<file path="src/logic/imu_out_pkg.sv">
// Offsets, field positions, scale constants for the output register set.
// Assumes a 100 MHz system clock and a 16-bit register read port.
package imu_out_pkg;
    localparam int ADDR_W = 7;
    localparam logic [6:0] OFF_ACCEL_X_LOW = 7'h10;
    localparam logic [6:0] OFF_ACCEL_X_HIGH = 7'h12;
    localparam logic [6:0] OFF_ACCEL_Y_LOW = 7'h14;
    localparam logic [6:0] OFF_ACCEL_Y_HIGH = 7'h16;
    localparam logic [6:0] OFF_ACCEL_Z_LOW = 7'h18;
    localparam logic [6:0] OFF_ACCEL_Z_HIGH = 7'h1a;
    localparam logic [6:0] OFF_ANGLE_STEP_Y = 7'h26;
    localparam logic [6:0] OFF_ANGLE_STEP_Z = 7'h28;
    localparam int CLK_SEL_LSB = 2;
    localparam int CLK_SEL_MSB = 3;
    localparam logic [1:0] CLK_SEL_INTERNAL = 2'h0;
    localparam logic [15:0] REG_RESET = 16'h0000;
    // Rates in Hz; weights in micro-units per count
    localparam int SYS_CLK_HZ = 100_000_000;
    localparam int INT_SAMPLE_HZ = 2048;
    localparam int INT_SAMPLE_CYCLES = SYS_CLK_HZ / INT_SAMPLE_HZ;
    localparam int GYRO_SCALE_UDPS = 5000;
    localparam int ACCEL_SCALE_UMG = 250;
endpackage : imu_out_pkg

</file>
<file path="src/logic/imu_delta_angle_accel_output_regs.sv">
// Output register set: y/z delta angle, x/y/z acceleration high/low words.
// Assumes the serial front end supplies an address and read strobe, and
// the sensor path supplies per-sample results with a valid pulse.
`timescale 1ns/1ps
module imu_delta_angle_accel_output_regs #(
    parameter int INT_DIV = imu_out_pkg::INT_SAMPLE_CYCLES
) (
    input wire logic i_sys_clk,
    input wire logic i_rst_n,
    input wire logic [15:0] i_misc_control,
    input wire logic [15:0] i_decimation_setting,
    input wire logic i_ext_sample_clk,
    input wire logic i_sample_valid,
    input wire logic [15:0] i_angle_step_y,
    input wire logic [15:0] i_angle_step_z,
    input wire logic [31:0] i_accel_x,
    input wire logic [31:0] i_accel_y,
    input wire logic [31:0] i_accel_z,
    input wire logic i_rd,
    input wire logic [6:0] i_addr,
    output logic o_sample_tick,
    output logic [15:0] o_angle_weight_mult,
    output logic [15:0] o_rd_data,
    output logic o_rd_hit
);
    logic [1:0] clk_sel;
    logic int_tick;
    logic ext_s1_r;
    logic ext_s2_r;
    logic ext_s3_r;
    logic ext_tick;
    logic [15:0] angle_y_r;
    logic [15:0] angle_z_r;
    logic [31:0] accel_x_r;
    logic [31:0] accel_y_r;
    logic [31:0] accel_z_r;
    logic [15:0] rd_nxt;
    logic hit_nxt;

    assign clk_sel = i_misc_control[imu_out_pkg::CLK_SEL_MSB:
                                    imu_out_pkg::CLK_SEL_LSB];

    // Internal rate only runs while selected
    sample_tick_gen #(.DIV(INT_DIV)) u_tick (
        .i_sys_clk(i_sys_clk),
        .i_rst_n(i_rst_n),
        .i_run(clk_sel == imu_out_pkg::CLK_SEL_INTERNAL),
        .o_tick(int_tick)
    );

    // External sample clock is asynchronous: two stages, then edge
    always_ff @(posedge i_sys_clk or negedge i_rst_n) begin
        if (!i_rst_n) begin
            ext_s1_r <= 1'b0;
            ext_s2_r <= 1'b0;
            ext_s3_r <= 1'b0;
        end else begin
            ext_s1_r <= i_ext_sample_clk;
            ext_s2_r <= ext_s1_r;
            ext_s3_r <= ext_s2_r;
        end
    end
    assign ext_tick = ext_s2_r & ~ext_s3_r;

    always_comb begin
        if (clk_sel == imu_out_pkg::CLK_SEL_INTERNAL) begin
            o_sample_tick = int_tick;
        end else begin
            o_sample_tick = ext_tick;
        end
    end

    // Angle count weight = gyro scale * this / f_sample; gyro scale is
    // fixed by the package, rate by the tick source above.
    assign o_angle_weight_mult = i_decimation_setting + 16'h1;

    // One snapshot per processing cycle keeps all words coherent
    always_ff @(posedge i_sys_clk or negedge i_rst_n) begin
        if (!i_rst_n) begin
            angle_y_r <= imu_out_pkg::REG_RESET;
            angle_z_r <= imu_out_pkg::REG_RESET;
            accel_x_r <= {imu_out_pkg::REG_RESET, imu_out_pkg::REG_RESET};
            accel_y_r <= {imu_out_pkg::REG_RESET, imu_out_pkg::REG_RESET};
            accel_z_r <= {imu_out_pkg::REG_RESET, imu_out_pkg::REG_RESET};
        end else if (i_sample_valid) begin
            angle_y_r <= i_angle_step_y;
            angle_z_r <= i_angle_step_z;
            accel_x_r <= i_accel_x;
            accel_y_r <= i_accel_y;
            accel_z_r <= i_accel_z;
        end
    end

    // Read-only decode; writes have no port, unmapped reads give zero
    always_comb begin
        rd_nxt = 16'h0000;
        hit_nxt = 1'b1;
        case (i_addr)
            imu_out_pkg::OFF_ACCEL_X_LOW: begin
                rd_nxt = accel_x_r[15:0];
            end
            imu_out_pkg::OFF_ACCEL_X_HIGH: begin
                rd_nxt = accel_x_r[31:16];
            end
            imu_out_pkg::OFF_ACCEL_Y_LOW: begin
                rd_nxt = accel_y_r[15:0];
            end
            imu_out_pkg::OFF_ACCEL_Y_HIGH: begin
                rd_nxt = accel_y_r[31:16];
            end
            imu_out_pkg::OFF_ACCEL_Z_LOW: begin
                rd_nxt = accel_z_r[15:0];
            end
            imu_out_pkg::OFF_ACCEL_Z_HIGH: begin
                rd_nxt = accel_z_r[31:16];
            end
            imu_out_pkg::OFF_ANGLE_STEP_Y: rd_nxt = angle_y_r;
            imu_out_pkg::OFF_ANGLE_STEP_Z: rd_nxt = angle_z_r;
            default: hit_nxt = 1'b0;
        endcase
    end

    always_ff @(posedge i_sys_clk or negedge i_rst_n) begin
        if (!i_rst_n) begin
            o_rd_data <= 16'h0000;
            o_rd_hit <= 1'b0;
        end else if (i_rd) begin
            o_rd_data <= rd_nxt;
            o_rd_hit <= hit_nxt;
        end
    end
endmodule : imu_delta_angle_accel_output_regs

</file>
<file path="src/logic/sample_tick_gen.sv">
// Internal sample-rate tick divider.
// Assumes one system clock; tick is a one-cycle enable.
`timescale 1ns/1ps
module sample_tick_gen #(
    parameter int DIV = imu_out_pkg::INT_SAMPLE_CYCLES
) (
    input wire logic i_sys_clk,
    input wire logic i_rst_n,
    input wire logic i_run,
    output logic o_tick
);
    initial begin
        if (DIV < 2) $error("DIV too small");
    end
    logic [31:0] cnt_r;
    always_ff @(posedge i_sys_clk or negedge i_rst_n) begin
        if (!i_rst_n) begin
            cnt_r <= 32'h0;
            o_tick <= 1'b0;
        end else if (!i_run) begin
            cnt_r <= 32'h0;
            o_tick <= 1'b0;
        end else if (cnt_r == 32'(DIV - 1)) begin
            cnt_r <= 32'h0;
            o_tick <= 1'b1;
        end else begin
            cnt_r <= cnt_r + 32'h1;
            o_tick <= 1'b0;
        end
    end
endmodule : sample_tick_gen

</file>
<file path="config.mk">
export PLATFORM = sky130hd
export DESIGN_NAME = imu_delta_angle_accel_output_regs
export DESIGN_NICKNAME = d
export VERILOG_FILES = /design/src/logic/imu_out_pkg.sv /design/src/logic/imu_delta_angle_accel_output_regs.sv /design/src/logic/sample_tick_gen.sv
export SDC_FILE = /design/constraint.sdc
export NUM_CORES = 1
export LEC_CHECK = 0
export ABC_AREA = 1
export ABC_CLOCK_PERIOD_IN_PS = 5050
export BUFFER_PORTS_ARGS = -buffer_cell sky130_fd_sc_hd__buf_2
export CORE_ASPECT_RATIO = 0.7
export CORE_UTILIZATION = 59
export DETAILED_ROUTE_END_ITERATION = 16
export HOLD_SLACK_MARGIN = 0.05
export PLACE_DENSITY_LB_ADDON = 0.15
export REMOVE_ABC_BUFFERS = 1
export SETUP_SLACK_MARGIN = 0.5
export SKIP_LAST_GASP = 1
export SYNTH_ARGS = -nofsm -noshare
export SYNTH_HDL_FRONTEND = slang
export SYNTH_SLANG_ARGS = --single-unit
export TNS_END_PERCENT = 100
</file>
<file path="constraint.sdc">
create_clock -name i_sys_clk -period 5.05 [get_ports i_sys_clk]
set_clock_uncertainty 0.2 [all_clocks]
set_input_delay 1.01 -clock i_sys_clk [delete_from_list [all_inputs] [get_ports i_sys_clk]]
set_output_delay 1.01 -clock i_sys_clk [all_outputs]
set_load 0.01 [all_outputs]
</file>
==> impl_metrics.py, run 1 <==
metrics = {
    "floorplan": {
        "initial_core_util_pct": 61.0,
        "placeableCoreArea_sq_um": 14800,
        "die_h_um": 106,
        "core.rowCount": 37,
        "floorplan.die_area_sq_um": 15800,
        "num_io_pins": 206,
        "dieWidth_um": 150,
    },
    "setup_path": {
        "r2r.worst_path.cells": 8,
        "r2r_setup_slack_ns": 3.07,
        "crit_path_max_fanout": 3,
        "crit-reg2reg-launch": "u_tick.cnt_r[0]",
        "timing.critical_path.from_type": "input pin",
        "end_of_the_worst_register_to_register_path": "u_tick.cnt_r[10]",
        "slowest_delay_ns": 0.21,
        "cp.arrival_ns": 2.16,
        "worst-endpoint-required_ns": 3.84,
        "critPathCaptureType": "output pin",
        "timing.setup.critical_path_class": "input pin to output pin",
        "highest_delay_cell_along_the_critical_path": "sky130_fd_sc_hd__nor3_2",
        "critical_path.cell_chain": "buf_2, ha_1, nand2_1, nor3_2, nand3b_1, nor2_1, nand2_1, nand2_1, buf_2",
        "cpMostUsedCell": "sky130_fd_sc_hd__nand2_1",
    },
    "synth": {
        "syn_avg_cell_area_sq_um": 9.43,
        "synth.cell_area_sq_um": 9040,
        "ys_seq_elements": 181,
        "synth_simple_gate_area_share_pct": 25.8,
        "yosysWarningCount": 0,
        "synth-compound-area-share_pct": 0.388,
        "synth-xor-area-share_pct": 3.49,
        "seq_area_frac_synth_pct": 50.1,
        "synth.mux.area_fraction_pct": 16.0,
        "post_synth_inst_count": 958,
        "synth_fa_ha_area_share_pct": 0.277,
        "combinational_family_with_the_most_area_after_synthesis": "simple AND/OR/NAND/NOR gates",
        "synth.lib_cells_used.distinct": 29,
    },
    "drt": {
        "post_drt_wl_per_cell_um": 16.6,
        "detail_route.iter0.violations": 391,
        "via_per_instance_ratio": 5.44,
        "ant_nets": 0,
        "wire_length_after_detailed_routing_mm": 22.2,
        "post-route-drc-count": 0,
        "num_vias": 7286,
        "drt_pre_antenna_iters": 5,
    },
    "layout": {
        "mostFrequentLayoutCell": "sky130_fd_sc_hd__nand2_1",
        "final_nets": 1304,
        "areaGrowthSynthToFinish_pct": 18.2,
        "layout.cells.most_common_list": "sky130_fd_sc_hd__nand2_1, sky130_fd_sc_hd__buf_2, sky130_fd_sc_hd__dfrtp_1",
        "drive_gt1_share_pct": 34.5,
        "finalNonFillerCells": 1339,
        "nFillCells": 1161,
    },
    "power_and_ir_drop": {
        "combPwrFrac_pct": 9.9,
        "power_report.internal_total_uw": 2430,
        "pwr_density_cell_nw_per_um2": 306,
        "power.clock.fraction_pct": 40.7,
        "leakagePower_uw": 0.00517,
        "switching_share_pct": 25.7,
        "max-vdd-ir-drop_uv": 251,
        "share_seq_of_total_power_pct": 49.3,
        "net-switching-power_uw": 841,
    },
    "global_route": {
        "grt_pass1_wl_mm": 35.7,
        "first_global_vias": 7086,
        "grt_start_max_net_pins": 106,
        "globalRouteTotalUtil_pct": 29.6,
        "grt_antenna_before_repair": 1,
        "grt_overflow_total": 0,
    },
    "timing": {
        "worstMarginPinSlew_ns": 1.13,
        "setup_viol_count_final": 0,
        "achievable-frequency_mhz": 297,
        "post-route-period-util_pct": 66.6,
        "rsz_0062_raised_after_global_routing": "no",
        "fin_tns_setup_ns": 0,
        "slew-limit-headroom_pct": 24.4,
        "period_minus_slack_ns": 3.36,
        "timing_hold_violations_final": 0,
        "timing.final.max_slew_violations": 0,
    },
    "placed_design": {
        "io_buffer_count": 191,
        "placedCellCount": 1306,
        "detailed_place_hpwl_mm": 14.8,
        "place.gp.congestion": 0.922,
    },
    "min_path": {
        "hp-class": "flip-flop to flip-flop",
        "hold_start": "ext_s1_r",
        "worst_hold_path.num_cells": 0,
        "hold_end": "ext_s2_r",
    },
    "clock_network": {
        "ctsRootBufferMaster": "sky130_fd_sc_hd__clkbuf_16",
        "path_clk_slew_ns": 0.08,
        "cts_htree_levels": 4,
        "cts-buffers-inserted": 17,
        "cts_setup_buffers": 0,
        "tritoncts": "done",
        "ctsHoldBuffers": 0,
        "clock_sink_count": 181,
        "cts_max_path_buffers": 2,
        "post_cts.resized_instances": 0,
        "insertion_delay_of_the_later_clocked_pin_in_the_worst_skew_pair_ns": 0.43,
    },
    "job": {
        "drv_cap": 0,
    },
    "run_status": {
        "outcome": "finished clean",
    },
}
==> worst max-delay path by stage <==
| stage | startpoint | to | slack (ns) | depth (start not counted) |
|---|---|---|---|---|
| finish | i_decimation_setting[0] | o_angle_weight_mult[14] | 1.69 | 9 |
| global route | i_decimation_setting[0] | o_angle_weight_mult[14] | 1.53 | 9 |
| CTS | i_decimation_setting[0] | o_angle_weight_mult[14] | 1.68 | 9 |
| detailed placement | i_decimation_setting[0] | o_angle_weight_mult[14] | 1.68 | 9 |
| global placement | i_decimation_setting[0] | o_angle_weight_mult[14] | 1.69 | 9 |
| floorplan | i_decimation_setting[0] | o_angle_weight_mult[10] | 1.99 | 6 |
==> synthesized netlist by cell type, drive strengths merged <==
| library cell | n | area share, % |
|---|---|---|
| nand2 | 234 | 10 |
| dfrtp | 181 | 50 |
| nand3 | 143 | 8.1 |
| nor2 | 134 | 6.7 |
| mux2 | 128 | 16 |
| buf | 38 | 2.3 |
| inv | 36 | 1.5 |
| xor2 | 25 | 2.4 |
| xnor2 | 11 | 1.1 |
| nor3 | 6 | 0.44 |
| clkbuf | 5 | 0.21 |
| nand4 | 4 | 0.28 |
| o21ai | 4 | 0.22 |
| a21oi | 3 | 0.17 |
| ha | 2 | 0.28 |
| nand3b | 2 | 0.17 |
| clkinv | 1 | 0.041 |
| nor3b | 1 | 0.083 |
==> through the flow <==
step	area, sq um	hold slack [ns]	utilization [%]	setup slack, ns	power (uW)
after floorplan	8810	0.131	-	1.99	1790
final	10700	0.152	72.1	1.69	3270
after global placement	10100	0.134	68.1	1.69	1950
after global routing	10700	0.163	72.1	1.53	3390
after detailed placement	10100	0.136	68.1	1.68	1970
after CTS	10700	0.153	72.1	1.68	3290
==> flip-flops by register name, indices dropped and copies added (netlist names) <==
| register | cells |
|---|---|
| accel_y_r | 32 |
| accel_x_r | 32 |
| angle_z_r | 16 |
| u_tick.cnt_r | 32 |
| ext_s3_r | 1 |
| accel_z_r | 32 |
| u_tick.o_tick | 1 |
| ext_s1_r | 1 |
| ext_s2_r | 1 |
| angle_y_r | 16 |
| o_rd_hit | 1 |
| o_rd_data | 16 |
==> worst max-delay path, delay by kind of cell <==
kind / cells / cell delay, ns
adders and majority gates: 1 / 0.18
buffers and inverters: 2 / 0.22
and+or+nand+nor: 6 / 0.74
==> logic make-up (layout without fill, tap and decap cells) <==
logic type	count (synthesis)	count (layout)
AND/OR/NAND/NOR	524	524
flip-flops	181	181
multiplexers	128	128
buffers and inverters	80	265
XOR/XNOR	36	36
AO/OA/AOI/OAI	7	7
adder cells (fa/ha/maj)	2	2
other	0	1
==> area by class of cell <==
type | instances | area (sq um) | share of cell area, %
Tap cell | 195 | 244 | 2.28
Clock inverter | 14 | 158 | 1.48
Clock buffer | 18 | 429 | 4.02
Multi-Input combinational cell | 697 | 4150 | 38.9
Antenna cell | 1 | 2.50 | 0.0234
Inverter | 37 | 139 | 1.30
Sequential cell | 181 | 4530 | 42.4
Timing Repair Buffer | 196 | 1030 | 9.62
==> power by group through the flow <==
| stage | combinational [uW] | sequential, uW | clock (uW) |
|---|---|---|---|
| 3_5_place_dp | 327 | 1640 | 0 |
| 6_report | 325 | 1610 | 1330 |
| 4_1_cts | 328 | 1610 | 1340 |
| 3_3_place_gp | 317 | 1640 | 0 |
| 2_1_floorplan | 160 | 1630 | 0 |
| 5_1_grt | 359 | 1630 | 1400 |
==> routing by layer <==
layer  vias to the layer above  global-route usage (%)  share of wire (%)
li1                       3494                       -                  -
met1                      3492                    42.5                 46
met2                       284                    45.0                 45
met3                        16                    7.97                8.3
met4                         0                    7.00               0.91
met5                         -                       0                  0
No activity file was read; power rests on OpenSTA's default activity.
==> run 2: changes to the inputs <==
ABC_CLOCK_PERIOD_IN_PS = 3400   (was 5050)
CORE_UTILIZATION = 55   (was 59)
clock period = 3.4 ns   (was 5.05 ns; I/O delays follow)
==> impl_metrics.py, run 2 (synthesis gave the netlist of run 1 again) <==
metrics = {
    "timing": {
        "worstMarginPinSlew_ns": 0.689,
        "rsz_0062_raised_after_global_routing": "no",
        "timing.final.max_slew_violations": 0,
        "setup_viol_count_final": 0,
        "timing_hold_violations_final": 0,
        "post-route-period-util_pct": 79.7,
        "slew-limit-headroom_pct": 53.8,
        "fin_tns_setup_ns": 0,
        "period_minus_slack_ns": 2.71,
        "achievable-frequency_mhz": 369,
    },
    "drt": {
        "via_per_instance_ratio": 5.27,
        "post_drt_wl_per_cell_um": 16.0,
        "detail_route.iter0.violations": 599,
        "num_vias": 7236,
        "post-route-drc-count": 0,
        "drt_pre_antenna_iters": 5,
        "wire_length_after_detailed_routing_mm": 22.0,
        "ant_nets": 0,
    },
    "clock_network": {
        "cts_setup_buffers": 0,
        "cts-buffers-inserted": 17,
        "ctsHoldBuffers": 0,
        "cts_htree_levels": 4,
        "post_cts.resized_instances": 0,
        "path_clk_slew_ns": 0.07,
        "ctsRootBufferMaster": "sky130_fd_sc_hd__clkbuf_16",
        "tritoncts": "done",
        "insertion_delay_of_the_later_clocked_pin_in_the_worst_skew_pair_ns": 0.43,
        "cts_max_path_buffers": 2,
        "clock_sink_count": 181,
    },
    "setup_path": {
        "r2r.worst_path.cells": 8,
        "timing.setup.critical_path_class": "input pin to output pin",
        "crit-reg2reg-launch": "u_tick.cnt_r[0]",
        "timing.critical_path.from_type": "input pin",
        "end_of_the_worst_register_to_register_path": "u_tick.cnt_r[13]",
        "critPathCaptureType": "output pin",
        "crit_path_max_fanout": 3,
        "cp.arrival_ns": 1.83,
        "r2r_setup_slack_ns": 1.44,
        "worst-endpoint-required_ns": 2.52,
    },
    "global_route": {
        "grt_pass1_wl_mm": 35.7,
        "first_global_vias": 6824,
        "globalRouteTotalUtil_pct": 27.5,
        "grt_start_max_net_pins": 64,
        "grt_overflow_total": 0,
        "grt_antenna_before_repair": 0,
    },
    "layout": {
        "diodes": 0,
        "post-route-cell-area_sq_um": 10800,
        "final_nets": 1314,
        "layout.cells.most_common_list": "sky130_fd_sc_hd__nand2_1, sky130_fd_sc_hd__buf_2, sky130_fd_sc_hd__dfrtp_1",
        "mostFrequentLayoutCell": "sky130_fd_sc_hd__nand2_1",
        "drive_gt1_share_pct": 35.0,
        "areaGrowthSynthToFinish_pct": 20.0,
    },
    "placed_design": {
        "io_buffer_count": 191,
        "cell_area_after_placement_sq_um": 10200,
        "detailed_place_hpwl_mm": 15.5,
        "place.gp.congestion": 0.898,
    },
    "job": {
        "drv_cap": 0,
    },
    "power_and_ir_drop": {
        "leakagePower_uw": 0.00524,
        "pwr_density_cell_nw_per_um2": 448,
        "max-vdd-ir-drop_uv": 284,
    },
    "floorplan": {
        "floorplan.die_area_sq_um": 17000,
        "num_io_pins": 206,
        "placeableCoreArea_sq_um": 15800,
        "initial_core_util_pct": 57.2,
        "dieWidth_um": 155,
        "core.rowCount": 38,
        "die_h_um": 109,
    },
    "min_path": {
        "hp-class": "input pin to asynchronous set/reset pin",
    },
    "run_status": {
        "outcome": "finished clean",
    },
}
## run 2: changes by cell type in the layout (fill, tap and decap cells not counted), moves of 2 or more
| cell | before | now |
|---|---|---|
| sky130_fd_sc_hd__buf_12 | 2 | 6 |
| sky130_fd_sc_hd__buf_4 | 4 | 10 |
| sky130_fd_sc_hd__clkinv_8 | 0 | 2 |
| sky130_fd_sc_hd__inv_8 | 6 | 3 |
## run 2: area by class of cell
type                       count  area, sq um
fill                        1274         4940
clock inverter                14          163
tap                          220          275
sequential                   181         4530
clock buffer                  18          429
timing repair buffer         206         1150
multi-input combinational    697         4150
inverter                      37          139
## run 2: layer usage
layer	global-route usage [%]	share of wire, %
met1	41.0	48
met2	41.2	44
met3	5.76	7.1
met4	6.51	0.93
met5	0	0
## run 2: worst max-delay path: stages
cell and delay (ns):
sky130_fd_sc_hd__buf_2 0.11, sky130_fd_sc_hd__nand3_1 0.12, sky130_fd_sc_hd__nor3_2 0.23, sky130_fd_sc_hd__nand2_1 0.17, sky130_fd_sc_hd__nor2_2 0.18, sky130_fd_sc_hd__nand2_1 0.07
sky130_fd_sc_hd__nor2_1 0.08, sky130_fd_sc_hd__nor2_1 0.05, sky130_fd_sc_hd__buf_2 0.13
## run 2: worst max path at each step
stage	to	cells past startpoint	from
after floorplan	o_rd_hit	7	i_addr[5]
after global placement	o_angle_weight_mult[14]	9	i_decimation_setting[0]
after detailed placement	o_angle_weight_mult[15]	9	i_decimation_setting[2]
after CTS	o_angle_weight_mult[15]	9	i_decimation_setting[2]
after global routing	o_angle_weight_mult[14]	9	i_decimation_setting[0]
final	o_angle_weight_mult[15]	9	i_decimation_setting[2]
## run 2: stage by stage
step                      std cells  setup WS, ns  util, %  power (uW)  hold WS, ns
after floorplan                 915         0.816        -        2650        0.131
after global placement         1341         0.712     64.9        2910        0.134
after detailed placement       1341         0.680     64.9        2930        0.136
after CTS                      1373         0.685     68.7        4890       0.0542
after global routing           1373         0.504     68.7        5060       0.0727
final                          1373         0.690     68.7        4860       0.0413
## run 2: report_power, final
group | leakage (uW) | internal (uW) | switching [uW]
Combinational | 0.00272 | 250 | 244
Clock | 0.000290 | 1050 | 922
Sequential | 0.00223 | 2310 | 83.6
Total | 0.00524 | 3610 | 1250
==> run 3: changes to the inputs <==
ABC_CLOCK_PERIOD_IN_PS = 2590   (was 3400)
clock period = 2.59 ns   (was 3.4 ns; I/O delays follow)
==> impl_metrics.py, run 3 (synthesis gave the netlist of run 1 again) <==
metrics = {
    "global_route": {
        "grt_antenna_before_repair": 1,
        "globalRouteTotalUtil_pct": 28.5,
        "first_global_vias": 6935,
        "grt_pass1_wl_mm": 36.5,
        "grt_start_max_net_pins": 101,
        "grt_overflow_total": 0,
    },
    "setup_path": {
        "start_point_of_the_critical_path": "i_decimation_setting[1]",
        "highest_delay_cell_along_the_critical_path": "sky130_fd_sc_hd__nor3_4",
        "r2r_setup_slack_ns": 0.66,
        "critical_path_depth": 8,
        "cp.arrival_ns": 1.45,
        "timing.critical_path.from_type": "input pin",
        "slowest_delay_ns": 0.15,
        "worst-endpoint-required_ns": 1.87,
        "crit_path_max_fanout": 3,
        "crit-reg2reg-launch": "u_tick.cnt_r[0]",
        "cp_top_delay_family": "buffers and inverters",
        "endpoint": "o_angle_weight_mult[10]",
        "critPathCaptureType": "output pin",
        "r2r.worst_path.cells": 8,
        "critical_path.cell_chain": "buf_8, ha_4, nand2_4, nor3_4, inv_1, nor2_2, xor2_1, buf_2",
        "timing.setup.critical_path_class": "input pin to output pin",
        "end_of_the_worst_register_to_register_path": "u_tick.cnt_r[13]",
        "worstPathBufferInverterCount": 3,
    },
    "clock_network": {
        "cts-buffers-inserted": 17,
        "path_clk_slew_ns": 0.07,
        "clock_sink_count": 181,
        "insertion_delay_of_the_later_clocked_pin_in_the_worst_skew_pair_ns": 0.44,
        "tritoncts": "done",
        "cts_htree_levels": 4,
        "ctsRootBufferMaster": "sky130_fd_sc_hd__clkbuf_16",
        "cts_max_path_buffers": 2,
    },
    "layout": {
        "final_nets": 1328,
        "drive_gt1_share_pct": 36.9,
        "finalNonFillerCells": 1387,
        "layout.cells.most_common_list": "sky130_fd_sc_hd__nand2_1, sky130_fd_sc_hd__dfrtp_1, sky130_fd_sc_hd__buf_2",
        "nFillCells": 1212,
        "mostFrequentLayoutCell": "sky130_fd_sc_hd__nand2_1",
        "total_area_of_multi_input_combinational_cells_sq_um": 4240,
        "areaGrowthSynthToFinish_pct": 23.2,
        "regArea_sq_um": 4530,
    },
    "timing": {
        "period_minus_slack_ns": 2.17,
        "achievable-frequency_mhz": 460,
        "timing_hold_violations_final": 0,
        "fin_tns_setup_ns": 0,
        "post-route-period-util_pct": 83.9,
        "timing.final.max_slew_violations": 0,
        "slew-limit-headroom_pct": 55.5,
        "worstMarginPinSlew_ns": 0.664,
        "setup_viol_count_final": 0,
        "rsz_0062_raised_after_global_routing": "yes",
    },
    "floorplan": {
        "placeableCoreArea_sq_um": 15800,
        "core.rowCount": 38,
        "initial_core_util_pct": 57.2,
        "num_io_pins": 206,
        "floorplan.die_area_sq_um": 17000,
        "dieWidth_um": 155,
        "die_h_um": 109,
    },
    "drt": {
        "ant_nets": 0,
        "post_drt_wl_per_cell_um": 16.7,
        "drt_pre_antenna_iters": 6,
        "highest_layer": "met4",
        "post-route-drc-count": 0,
        "detail_route.iter0.violations": 480,
        "wire_length_after_detailed_routing_mm": 23.1,
        "num_vias": 7341,
        "met3_length_mm": 1.68,
        "via_per_instance_ratio": 5.29,
        "post_route_m1_wl_mm": 10.6,
        "wl_met2_mm": 10.5,
    },
    "placed_design": {
        "place.gp.congestion": 0.885,
        "placedCellCount": 1343,
        "detailed_place_hpwl_mm": 15.5,
        "io_buffer_count": 191,
    },
    "power_and_ir_drop": {
        "leakagePower_uw": 0.00534,
        "pwr_density_cell_nw_per_um2": 575,
        "max-vdd-ir-drop_uv": 388,
    },
    "min_path": {
        "hp-class": "input pin to flip-flop",
    },
    "job": {
        "drv_cap": 0,
    },
    "run_status": {
        "outcome": "finished clean",
    },
}
[run 3: cell type report]
cell class | instances | area share [%]
multi-input cells | 697 | 38.1
repair buffers | 220 | 12.3
clock inverters | 12 | 1.09
diodes | 1 | 0.0225
inverters | 37 | 1.31
flip-flops and latches | 181 | 40.7
well taps | 220 | 2.47
clock buffers | 19 | 4.07
[run 3: layer usage]
metal  GRT usage (%)  vias to the layer above
met5               0                        -
met4            8.05                        0
met3            6.08                       31
met2            44.0                      259
met1            40.7                     3510
li1                -                     3541
[run 3: worst min path at each step]
stage	endpoint	from	depth (start not counted)
global route	accel_x_r[18]	i_accel_x[18]	2
finish	angle_y_r[7]	i_angle_step_y[7]	2
detailed placement	ext_s2_r	ext_s1_r	0
global placement	ext_s2_r	ext_s1_r	0
CTS	angle_y_r[7]	i_angle_step_y[7]	2
floorplan	accel_x_r[0]	i_rst_n	0
[run 3: power by group]
part           total, uW  switching, uW  internal, uW
logic                698            340           357
clock network       2560           1170          1390
registers           3150            112          3040
[run 3: timing repair]
| action | 4_1_cts | 5_1_grt |
|---|---|---|
| setup endpoints to repair | 10 | 16 |
| gates resized for setup | 22 | 22 |
| endpoints found under the hold margin | 55 | 0 |
| hold buffers | 2 | 0 |
| cloned | 0 | 0 |
| pin swaps | 14 | 12 |
| buffers inserted | 5 | 5 |
[run 3: per-stage QoR]
step / util [%] / worst slack [ns] / hold WS [ns] / area [sq um] / power, uW
floorplan: - / 0.168 / 0.0224 / 8810 / 3490
global placement: 65.3 / 0.226 / 0.133 / 10300 / 3840
detailed placement: 65.3 / 0.183 / 0.136 / 10300 / 3860
CTS: 69.8 / 0.350 / 0.0956 / 11000 / 6430
global route: 70.5 / 0.309 / 0.0936 / 11100 / 6650
finish: 70.5 / 0.418 / 0.108 / 11100 / 6410
